--- src/verilog/mmc_pkg.sv ---
// package for the memory map decoder and configuration loader
// assumes a single 40 MHz clock domain and an axi4-lite register master
//
// Overview of operation
// - large top program area goes internal or external
// - high internal ram aliases low code ram
// - register ram, can and sfr windows decoded
// - cpu sfrs then lower register file
// - code ram only by indirect or indexed
// - low segment program memory needs mirror and pin
// - fetches below 0400H always go external
// - small variant internal program and external ranges
// - small variant upper register file decode
// - first byte: powerdown allow, write strobe style
// - first byte bit 3 picks address strobe
// - two protect bits give four protection levels
// - second byte bit 0 fetches third byte
// - watchdog forced on when bit 3 zero
// - timing bits choose wait or no-wait mode
// - three ready bits cap wait states
// - two width bits choose bus width
// - third byte bit 1 selects address width
// - third byte bit 2 mirrors into segment zero
// - high strobe on odd writes, or on any odd 16-bit access when first byte bit 2 set
package mmc_pkg;
  // ----------------------------------------------------------------
  // configuration byte locations
  // ----------------------------------------------------------------
  localparam logic [23:0] CFG_A_ADDR = 24'h002018;
  localparam logic [23:0] CFG_B_ADDR = 24'h00201A;
  localparam logic [23:0] CFG_C_ADDR = 24'h00201C;
  localparam logic [7:0] CFG_ERASED = 8'hFF;
  // register indices as the byte locations give them; each register takes a
  // whole word, so the bus offset is four times the low bits of the index
  localparam logic [15:0] IDX_CFG_A = 16'h2018;
  localparam logic [15:0] IDX_CFG_B = 16'h201A;
  localparam logic [15:0] IDX_CFG_C = 16'h201C;
  localparam logic [11:0] REG_CFG_A = {IDX_CFG_A[9:0], 2'b00};
  localparam logic [11:0] REG_CFG_B = {IDX_CFG_B[9:0], 2'b00};
  localparam logic [11:0] REG_CFG_C = {IDX_CFG_C[9:0], 2'b00};
  localparam logic [11:0] REG_STATUS = 12'h020;
  localparam logic [11:0] REG_PROBE = 12'h024;
  localparam logic [11:0] REG_RESULT = 12'h028;
  localparam logic [1:0] RESP_OKAY = 2'h0;
  localparam logic [1:0] RESP_SLVERR = 2'h2;
  // field positions
  localparam int A_POWERDOWN_ALLOW = 0;
  localparam int A_BUS_SIZE_B0 = 1;
  localparam int A_WR = 2;
  localparam int A_ALE = 3;
  localparam int A_READY_LIMIT_B0 = 4;
  localparam int A_READY_LIMIT_B1 = 5;
  localparam int A_PROTECT_SEL_LO = 6;
  localparam int A_PROTECT_SEL_HI = 7;
  localparam int B_FETCH_C = 0;
  localparam int B_READY_LIMIT_B2 = 1;
  localparam int B_BUS_SIZE_B1 = 2;
  localparam int B_WATCHDOG_FORCE_BIT = 3;
  localparam int B_MS0 = 6;
  localparam int B_MS1 = 7;
  localparam int C_WIDE = 1;
  localparam int C_MIRROR = 2;
  // ----------------------------------------------------------------
  // targets of the decoder
  // ----------------------------------------------------------------
  typedef enum logic [3:0] {
    MMC_TGT_CPU_SFR = 4'h0,
    MMC_TGT_LOW_REG = 4'h1,
    MMC_TGT_UP_REG = 4'h2,
    MMC_TGT_CODE_RAM = 4'h3,
    MMC_TGT_REG_RAM = 4'h4,
    MMC_TGT_CAN = 4'h5,
    MMC_TGT_PERIPH_SFR = 4'h6,
    MMC_TGT_MM_SFR = 4'h7,
    MMC_TGT_PROG = 4'h8,
    MMC_TGT_EXT = 4'h9,
    MMC_TGT_ICE = 4'hA
  } mmc_tgt_t;
  typedef enum logic [3:0] {
    MMC_ST_A = 4'b0001,
    MMC_ST_B = 4'b0010,
    MMC_ST_C = 4'b0100,
    MMC_ST_DONE = 4'b1000
  } mmc_state_t;
  // decode request from the cpu side
  typedef struct packed {
    logic valid;
    logic [23:0] addr;
    logic fetch;
    logic write;
    logic indirect;
  } mmc_req_t;
  // decoded answer and bus controls
  typedef struct packed {
    logic [3:0] target;
    logic ext;
    logic blocked;
    logic ale_mode;
    logic low_strobe;
    logic high_strobe;
    logic bus16;
    logic [2:0] wait_cap;
    logic wait_unlimited;
    logic auto_wait;
  } mmc_dec_t;
endpackage

--- src/verilog/mmc_top.sv ---
// memory map decoder and chip configuration loader
// assumes a nonvolatile byte port with one-cycle read latency and
// an axi4-lite master that keeps one read and one write open at most
`timescale 1ns/100ps
`default_nettype none
module mmc_top #(
  parameter bit LARGE = 1'b1 // one for the 24-bit variant
) (
  input wire logic ref_clk, // 40 MHz clock
  input wire logic sys_rst, // async reset, active high
  input wire logic clk_en, // freezes all state when low
  input wire logic external_access_pin, // high: internal program memory
  input wire logic bus_width_pin, // high: 16-bit cycle when pin decides
  output logic [23:0] nv_addr, // config byte read address
  output logic nv_rd, // config byte read strobe
  input wire logic [7:0] nv_data, // config byte, one cycle after nv_rd
  input wire mmc_pkg::mmc_req_t req, // access to decode
  output mmc_pkg::mmc_dec_t dec, // registered decode result
  output logic cfg_ready, // config latched, bus may run
  output logic powerdown_allow, // powerdown permitted
  output logic watchdog_forced, // watchdog permanently on
  output logic wide_address_select, // 24-bit addressing
  input wire logic [11:0] s_axi_awaddr, // write address
  input wire logic s_axi_awvalid, // write address valid
  output logic s_axi_awready, // write address ready
  input wire logic [31:0] s_axi_wdata, // write data
  input wire logic [3:0] s_axi_wstrb, // byte enables
  input wire logic s_axi_wvalid, // write data valid
  output logic s_axi_wready, // write data ready
  output logic [1:0] s_axi_bresp, // write response
  output logic s_axi_bvalid, // write response valid
  input wire logic s_axi_bready, // write response ready
  input wire logic [11:0] s_axi_araddr, // read address
  input wire logic s_axi_arvalid, // read address valid
  output logic s_axi_arready, // read address ready
  output logic [31:0] s_axi_rdata, // read data
  output logic [1:0] s_axi_rresp, // read response
  output logic s_axi_rvalid, // read data valid
  input wire logic s_axi_rready // read data ready
);
  import mmc_pkg::*;

  // ----------------------------------------------------------------
  // configuration load after reset
  // ----------------------------------------------------------------
  mmc_state_t st_r;
  logic rd_pend_r;
  logic [7:0] cfg_a_r, cfg_b_r, cfg_c_r;

  // each byte takes two cycles: strobe, then capture
  always_ff @(posedge ref_clk or posedge sys_rst) begin
    if (sys_rst) begin
      st_r <= MMC_ST_A;
      rd_pend_r <= 1'b0;
      cfg_a_r <= CFG_ERASED;
      cfg_b_r <= CFG_ERASED;
      cfg_c_r <= 8'h00;
    end else if (clk_en) begin
      rd_pend_r <= 1'b0;
      case (st_r)
        MMC_ST_A: begin
          if (!rd_pend_r) begin
            rd_pend_r <= 1'b1;
          end else begin
            cfg_a_r <= nv_data;
            st_r <= MMC_ST_B;
          end
        end
        MMC_ST_B: begin
          if (!rd_pend_r) begin
            rd_pend_r <= 1'b1;
          end else begin
            cfg_b_r <= nv_data;
            // small variant never reads a third byte
            if (nv_data[B_FETCH_C] && LARGE) begin
              st_r <= MMC_ST_C;
            end else begin
              st_r <= MMC_ST_DONE;
            end
          end
        end
        MMC_ST_C: begin
          if (!rd_pend_r) begin
            rd_pend_r <= 1'b1;
          end else begin
            cfg_c_r <= nv_data;
            st_r <= MMC_ST_DONE;
          end
        end
        MMC_ST_DONE: begin
          st_r <= MMC_ST_DONE;
        end
        default: begin
          st_r <= MMC_ST_A;
        end
      endcase
    end
  end

  always_comb begin
    nv_rd = 1'b0;
    nv_addr = CFG_A_ADDR;
    case (st_r)
      MMC_ST_A: begin
        nv_rd = !rd_pend_r;
        nv_addr = CFG_A_ADDR;
      end
      MMC_ST_B: begin
        nv_rd = !rd_pend_r;
        nv_addr = CFG_B_ADDR;
      end
      MMC_ST_C: begin
        nv_rd = !rd_pend_r;
        nv_addr = CFG_C_ADDR;
      end
      default: begin
        nv_rd = 1'b0;
        nv_addr = CFG_A_ADDR;
      end
    endcase
  end

  assign cfg_ready = (st_r == MMC_ST_DONE);
  assign powerdown_allow = cfg_a_r[A_POWERDOWN_ALLOW];
  assign watchdog_forced = !cfg_b_r[B_WATCHDOG_FORCE_BIT];
  assign wide_address_select = LARGE && cfg_c_r[C_WIDE];

  // ----------------------------------------------------------------
  // address decode
  // ----------------------------------------------------------------
  function automatic logic in_rng(input logic [23:0] a, input logic [23:0] lo,
                                  input logic [23:0] hi);
    in_rng = (a >= lo) && (a <= hi);
  endfunction

  logic mirror;
  logic ea_int;
  assign mirror = LARGE && cfg_c_r[C_MIRROR];
  assign ea_int = external_access_pin;

  function automatic mmc_tgt_t decode(input logic [23:0] a, input logic f,
                                      input logic mir, input logic ea);
    logic [15:0] lo;
    lo = a[15:0];
    decode = MMC_TGT_EXT;
    if (LARGE && a[23:16] == 8'hFF) begin
      if (lo >= 16'h2000) begin
        decode = ea ? MMC_TGT_PROG : MMC_TGT_EXT;
      end else if (lo >= 16'h0400 && lo <= 16'h05FF) begin
        decode = MMC_TGT_CODE_RAM;
      end else if (lo <= 16'h00FF) begin
        decode = MMC_TGT_ICE;
      end
    end else if (a[23:16] == 8'h00) begin
      if (f && lo <= 16'h03FF) begin
        decode = MMC_TGT_EXT;
      end else if (lo <= 16'h0017) begin
        decode = MMC_TGT_CPU_SFR;
      end else if (lo <= 16'h00FF) begin
        decode = MMC_TGT_LOW_REG;
      end else if (lo <= 16'h03FF) begin
        decode = LARGE ? MMC_TGT_EXT : MMC_TGT_UP_REG;
      end else if (in_rng(a, 24'h000400, LARGE ? 24'h0005FF : 24'h0004FF)) begin
        decode = MMC_TGT_CODE_RAM;
      end else if (LARGE && in_rng(a, 24'h001C00, 24'h001DFF)) begin
        decode = MMC_TGT_REG_RAM;
      end else if (in_rng(a, 24'h001E00, 24'h001EFF)) begin
        decode = MMC_TGT_CAN;
      end else if (in_rng(a, 24'h001F00, 24'h001FDF)) begin
        decode = MMC_TGT_PERIPH_SFR;
      end else if (in_rng(a, 24'h001FE0, 24'h001FFF)) begin
        decode = MMC_TGT_MM_SFR;
      end else if (lo >= 16'h2000) begin
        if (LARGE) begin
          decode = (mir && ea) ? MMC_TGT_PROG : MMC_TGT_EXT;
        end else if (lo <= 16'h9FFF) begin
          decode = (lo >= 16'h2080 || ea) ? MMC_TGT_PROG : MMC_TGT_EXT;
        end else begin
          decode = MMC_TGT_EXT;
        end
      end
    end
  endfunction

  // ----------------------------------------------------------------
  // bus controls from the latched configuration
  // ----------------------------------------------------------------
  mmc_tgt_t tgt;
  logic [2:0] ready_code;
  logic [1:0] width_code;
  logic rd_prot, wr_prot, blocked, ext, code_bad;
  logic [2:0] cap;
  logic bus16;
  assign tgt = decode(req.addr, req.fetch, mirror, ea_int);
  assign ext = (tgt == MMC_TGT_EXT);
  // code 01 locks writes only, code 10 locks data reads only
  assign rd_prot = !cfg_a_r[A_PROTECT_SEL_LO];
  assign wr_prot = !cfg_a_r[A_PROTECT_SEL_HI];
  // code ram refuses direct addressing
  assign code_bad = (tgt == MMC_TGT_CODE_RAM || tgt == MMC_TGT_UP_REG) && !req.indirect;
  assign blocked = code_bad || (tgt == MMC_TGT_PROG && ((req.write && wr_prot) ||
                   (!req.write && !req.fetch && rd_prot)));
  assign ready_code = {cfg_b_r[B_READY_LIMIT_B2], cfg_a_r[A_READY_LIMIT_B1],
                       cfg_a_r[A_READY_LIMIT_B0]};
  assign width_code = {cfg_b_r[B_BUS_SIZE_B1], cfg_a_r[A_BUS_SIZE_B0]};

  always_comb begin
    case (ready_code)
      3'h4: cap = 3'h1;
      3'h5: cap = 3'h2;
      3'h6: cap = 3'h3;
      default: cap = 3'h0;
    endcase
    case (width_code)
      2'h1: bus16 = 1'b1;
      2'h2: bus16 = 1'b0;
      2'h3: bus16 = bus_width_pin;
      default: bus16 = 1'b0;
    endcase
  end

  always_ff @(posedge ref_clk or posedge sys_rst) begin
    if (sys_rst) begin
      dec <= '0;
    end else if (clk_en) begin
      dec.target <= tgt;
      dec.ext <= req.valid && cfg_ready && ext && !blocked;
      dec.blocked <= req.valid && blocked;
      dec.ale_mode <= cfg_a_r[A_ALE];
      // strobe style: combined write, or split low and high writes
      dec.low_strobe <= req.valid && ext && req.write &&
                        (cfg_a_r[A_WR] || !req.addr[0]);
      dec.high_strobe <= req.valid && ext && (cfg_a_r[A_WR] ?
                         (bus16 && req.addr[0]) : (req.write && req.addr[0]));
      dec.bus16 <= bus16;
      dec.wait_cap <= cap;
      dec.wait_unlimited <= (ready_code == 3'h7);
      dec.auto_wait <= !cfg_b_r[B_MS0] && !cfg_b_r[B_MS1];
    end
  end

  // ----------------------------------------------------------------
  // axi4-lite slave: config readback, probe decoder, status
  // ----------------------------------------------------------------
  logic aw_got_r, w_got_r;
  logic [11:0] awaddr_r;
  logic [31:0] wdata_r;
  logic [23:0] probe_r;
  logic [31:0] rdata_nxt;
  logic rd_ok;

  assign s_axi_awready = !aw_got_r && !s_axi_bvalid;
  assign s_axi_wready = !w_got_r && !s_axi_bvalid;
  assign s_axi_arready = !s_axi_rvalid;

  always_ff @(posedge ref_clk or posedge sys_rst) begin
    if (sys_rst) begin
      aw_got_r <= 1'b0;
      w_got_r <= 1'b0;
      awaddr_r <= '0;
      wdata_r <= '0;
      s_axi_bvalid <= 1'b0;
      s_axi_bresp <= RESP_OKAY;
    end else if (clk_en) begin
      if (s_axi_awvalid && s_axi_awready) begin
        aw_got_r <= 1'b1;
        awaddr_r <= s_axi_awaddr;
      end
      if (s_axi_wvalid && s_axi_wready) begin
        w_got_r <= 1'b1;
        wdata_r <= s_axi_wdata;
      end
      if (aw_got_r && w_got_r) begin
        aw_got_r <= 1'b0;
        w_got_r <= 1'b0;
        s_axi_bvalid <= 1'b1;
        s_axi_bresp <= (awaddr_r == REG_PROBE) ? RESP_OKAY : RESP_SLVERR;
      end else if (s_axi_bvalid && s_axi_bready) begin
        s_axi_bvalid <= 1'b0;
      end
    end
  end

  // probe address steers a second decoder instance for software checks
  logic [7:0] wstrb_r;
  always_ff @(posedge ref_clk or posedge sys_rst) begin
    if (sys_rst) begin
      probe_r <= '0;
      wstrb_r <= '0;
    end else if (clk_en) begin
      if (s_axi_wvalid && s_axi_wready) begin
        wstrb_r <= {4'h0, s_axi_wstrb};
      end
      if (aw_got_r && w_got_r && awaddr_r == REG_PROBE) begin
        for (int i = 0; i < 3; i++) begin
          if (wstrb_r[i]) begin
            probe_r[i*8 +: 8] <= wdata_r[i*8 +: 8];
          end
        end
      end
    end
  end

  always_comb begin
    rd_ok = 1'b1;
    case (s_axi_araddr)
      REG_CFG_A: rdata_nxt = {24'h0, cfg_a_r};
      REG_CFG_B: rdata_nxt = {24'h0, cfg_b_r};
      REG_CFG_C: rdata_nxt = {24'h0, cfg_c_r};
      REG_STATUS: rdata_nxt = {28'h0, wide_address_select, watchdog_forced,
                               powerdown_allow, cfg_ready};
      REG_PROBE: rdata_nxt = {8'h0, probe_r};
      REG_RESULT: rdata_nxt = {28'h0, decode(probe_r, 1'b0, mirror, ea_int)};
      default: begin
        rdata_nxt = 32'h0;
        rd_ok = 1'b0;
      end
    endcase
  end

  always_ff @(posedge ref_clk or posedge sys_rst) begin
    if (sys_rst) begin
      s_axi_rvalid <= 1'b0;
      s_axi_rdata <= '0;
      s_axi_rresp <= RESP_OKAY;
    end else if (clk_en) begin
      if (s_axi_arvalid && s_axi_arready) begin
        s_axi_rvalid <= 1'b1;
        s_axi_rdata <= rdata_nxt;
        s_axi_rresp <= rd_ok ? RESP_OKAY : RESP_SLVERR;
      end else if (s_axi_rvalid && s_axi_rready) begin
        s_axi_rvalid <= 1'b0;
      end
    end
  end
endmodule
`default_nettype wire

--- config.mk ---
export PLATFORM = sky130hd
export DESIGN_NAME = mmc_top
export DESIGN_NICKNAME = d
export VERILOG_FILES = /design/src/verilog/mmc_pkg.sv /design/src/verilog/mmc_top.sv
export SDC_FILE = /design/constraint.sdc
export NUM_CORES = 1
export LEC_CHECK = 0
export ABC_AREA = 1
export ABC_CLOCK_PERIOD_IN_PS = 4400
export BUFFER_PORTS_ARGS = -buffer_cell sky130_fd_sc_hd__buf_4
export CAP_MARGIN = 10
export CORE_UTILIZATION = 32
export DETAILED_ROUTE_END_ITERATION = 12
export GPL_TIMING_DRIVEN = 1
export PLACE_DENSITY = 0.58
export REMOVE_ABC_BUFFERS = 1
export SETUP_SLACK_MARGIN = 0.05
export SLEW_MARGIN = 5
export SYNTH_ARGS = -nofsm -noshare
export SYNTH_HDL_FRONTEND = slang
export SYNTH_SLANG_ARGS = --single-unit
--- constraint.sdc ---
create_clock -name ref_clk -period 4.4 [get_ports ref_clk]
set_input_delay 0.66 -clock ref_clk [delete_from_list [all_inputs] [get_ports ref_clk]]
set_output_delay 0.66 -clock ref_clk [all_outputs]
set_load 0.02 [all_outputs]
==> impl_results.md <==
* Setup slack after placement at 1653 ps
* Antenna diode count at 0
* Number of warnings printed during yosys synthesis at 0
* Setup crit end kind: output port
* Final Core Density at 42.01%
* Rel. slew slack at 34.88%
* Post-synthesis sequential area ratio at 50.98%
* Crit start category: flop
* Vias per cell at 4.514
* Average size of a mapped cell at 8.273 um2
* Final worst-path cycle share at 60.64%
* Clock root buffer: sky130_fd_sc_hd__clkbuf_16
* Clock skew after layout at 9.348 ps
* Setup TNS after final layout at 0 ps
* Top fanout value on the critical path at 5
* Leakage Power at 4.396 nW
* WS Path Type: flop to output port
* Capture instance of the worst register-to-register path: probe_r[10]
* Total global routing overflow at 0
* Transition time of the tightest slew-check pin at 969.3 ps
* Floorplan die area at 21580 um2
* Number of global-route vias before repair at 5412
* Horizontal die dimension at 146.9 um
* Count of unique library cells instantiated by Yosys at 33
* Number of standard cells after synthesis at 812
* Final cell area excluding filler cells at 8583 um2
* Synth area leader: sky130_fd_sc_hd__dfrtp_1
* Max stage delay cell, worst path: sky130_fd_sc_hd__nor3_1
* Cells along the critical path: nor2_1, inv_1, nor3_1, buf_4
* Number of enable-type register cells in the synthesized netlist at 0
* Final hold violation count at 0
* Post-synth design cell area at 6718 um2
* Number of fill cells at 2093
* # nets final at 1067
* RSZ-0062 raised after global routing: false
* Result of the run: finished clean
* Number of top-level design ports at 191
* Ranking of synthesized cells by area: sky130_fd_sc_hd__dfrtp_1, sky130_fd_sc_hd__nand2_1, sky130_fd_sc_hd__dfstp_2, sky130_fd_sc_hd__inv_1, sky130_fd_sc_hd__mux2_2
* Min-delay worst type: input pin to async pin
* Buffers plus inverters on the worst setup path at 2
* Die height at 146.9 um
* Pin count of the biggest net entering global routing at 90
* Initial DRT Pass Iterations at 5
* Yosys top cell area share at 44.33%
* Final critical path time including I/O delays and setup at 2668 ps
* Max Fclk at 374.8 MHz
* Crit path arrival time at 2010 ps
* Proportion of synthesized flip-flops having asynchronous set or reset at 100.0%
* Number of buffers added by the clock tree synthesis step at 17
* Total of flip-flops plus latches after synthesis at 136
* Most common cell in the netlist: sky130_fd_sc_hd__nand2_1
* Fin. max-slew vios at 0
* Antenna violations before repair at 0
* Fraction of layout cells with a size suffix above 1 at 24.54%
* Post-route worst setup slack at 1732 ps
* Total global-route track usage at 16.19%
* Slowest Stage Delay on Critical Path at 740 ps
* Combined flip-flop and latch cell area at 3425 um2
* Total number of vias at 5615
* Final routed wire length divided by cell count at 13.50 um
* Post-cts gate resize count at 0
* H-tree levels at 4
* Syn-to-layout area delta at 27.77%
* Wirelength, routed at 16800 um
* Post-DRT Antenna Nets at 0
* Clock Tree Buf Depth at 2
* Beginning of the worst register-to-register path: awaddr_r[6]
* First-pass GRT wire length at 27360 um
* Worst r2r path cells at 5
* Count of endpoints failing setup in the final report at 0
* Number of I/O port buffers at 146
* Clock sink total at 136
* Kind of cell with the highest combined delay on the critical path: simple AND/OR/NAND/NOR gates
* Post-detailed-route DRC marker count at 0
* Placed Area at 7968 um2
* CTS Hold Buffers Added at 0
* Post-CTS Repair Setup Buffers at 0
* Area of combinational cells with multiple inputs at 2693 um2
* CTS clock-pin slew for the worst setup and hold paths at 60 ps
* Areal power density over the cells at 495.7 nW/um2
* Flop2flop setup slack at 2270 ps
* Starting utilization of the core area at 32.88%
* Clock tree from TritonCTS: yes
* Top post-synthesis cells by count: sky130_fd_sc_hd__nand2_1, sky130_fd_sc_hd__dfrtp_1, sky130_fd_sc_hd__inv_1
* Starting DRT DRC Count at 368
* Leading register cell type out of synthesis: sky130_fd_sc_hd__dfrtp_1
* Core area at 20430 um2
* Site Rows at 52
* Post-DP HPWL at 12650 um
* Clock insertion delay at the later pin of the skew report at 420 ps
* Max-capacitance violation count at 0
* CP Data Required Time at 3740 ps
* Last weighted congestion value of the routability-driven placer at 0.8595
* Highest ir drop seen on vdd at 0.0002424 V
## cell type report
class | instances | share of cell area [%]
sequential | 136 | 39.90
multi-input combinational | 556 | 31.37
timing repair buffer | 151 | 13.21
clock buffer | 21 | 5.481
inverter | 99 | 4.417
tap | 270 | 3.936
clock inverter | 11 | 1.691
## worst max-delay path by stage
stage | cells after the start | end | slack, ps | start
6_report | 4 | cfg_ready | 1730 | st_r[1]
5_1_grt | 4 | cfg_ready | 1610 | st_r[1]
4_1_cts | 4 | cfg_ready | 1730 | st_r[1]
3_5_place_dp | 8 | probe_r[10] | 1650 | clk_en
3_3_place_gp | 8 | probe_r[13] | 1670 | clk_en
2_1_floorplan | 1 | aw_got_r | 130 | sys_rst
## stage by stage
step | hold slack (ps) | power [mW] | cells
after floorplan | 453.4 | 2.438 | 791
after global placement | 467.2 | 2.781 | 1212
after detailed placement | 468.9 | 2.811 | 1212
after CTS | 435.1 | 4.303 | 1244
after global routing | 453.4 | 4.499 | 1244
final | 404.0 | 4.255 | 1244
## cell families after synthesis
group	after synthesis	synth area share, %
and+or+nand+nor	390	24.88
buffers and inverters	151	10.67
DFF	136	50.98
AOI/OAI and AO/OA	104	8.493
muxes	29	4.861
other	2	0.1118
## state kept, by name, summed over array words and instances (netlist names)
| register | count |
|---|---|
| wstrb_r | 3 |
| s_axi_rvalid | 1 |
| wdata_r | 24 |
| w_got_r | 1 |
| dec | 14 |
| s_axi_rdata | 24 |
| st_r | 4 |
| s_axi_bresp | 1 |
| awaddr_r | 12 |
| aw_got_r | 1 |
| cfg_b_r | 8 |
| cfg_a_r | 8 |
| s_axi_rresp | 1 |
| rd_pend_r | 1 |
| s_axi_bvalid | 1 |
| probe_r | 24 |
| cfg_c_r | 8 |
## metal layers
metal	up-vias	track usage (%)	part of all wire, %
met5	-	0	0
met4	0	5.670	1.4
met3	20	4.161	6.0
met2	166	25.21	46
met1	2573	21.80	47
li1	2856	-	-
## where the power goes
| group | leakage, nW | switching [mW] | internal, mW | total [mW] |
|---|---|---|---|---|
| Combinational | 2.39 | 0.514 | 0.401 | 0.915 |
| Sequential | 1.71 | 0.217 | 1.65 | 1.86 |
| Clock | 0.295 | 0.540 | 0.936 | 1.48 |
| Total | 4.40 | 1.27 | 2.98 | 4.25 |
## layout by cell type (no fill, tap or decap), types with 3 or more instances in the layout
cell                         Yosys  final
sky130_fd_sc_hd__nand4_1        16     16
sky130_fd_sc_hd__bufinv_16       0      3
sky130_fd_sc_hd__nor3_1         14     14
sky130_fd_sc_hd__clkinv_2        0      3
sky130_fd_sc_hd__conb_1          2     33
sky130_fd_sc_hd__nand2_1       220    220
sky130_fd_sc_hd__dfrtp_1       119    119
sky130_fd_sc_hd__o21ai_0        50     50
sky130_fd_sc_hd__clkbuf_8        0      3
sky130_fd_sc_hd__clkbuf_16       0     17
sky130_fd_sc_hd__o211ai_1        6      6
sky130_fd_sc_hd__buf_4          34    151
sky130_fd_sc_hd__inv_1          95     94
sky130_fd_sc_hd__nand3b_1        3      3
sky130_fd_sc_hd__o21ai_1         8      8
sky130_fd_sc_hd__clkinvlp_4      0      3
sky130_fd_sc_hd__mux2_2         29     29
sky130_fd_sc_hd__dfstp_2        17     17
sky130_fd_sc_hd__o22ai_1         4      4
sky130_fd_sc_hd__nand3_1        57     57
sky130_fd_sc_hd__a21oi_1        24     24
sky130_fd_sc_hd__o31ai_1        11     11
sky130_fd_sc_hd__nor2_1         69     69
No activity file was read; power rests on OpenSTA's default activity.
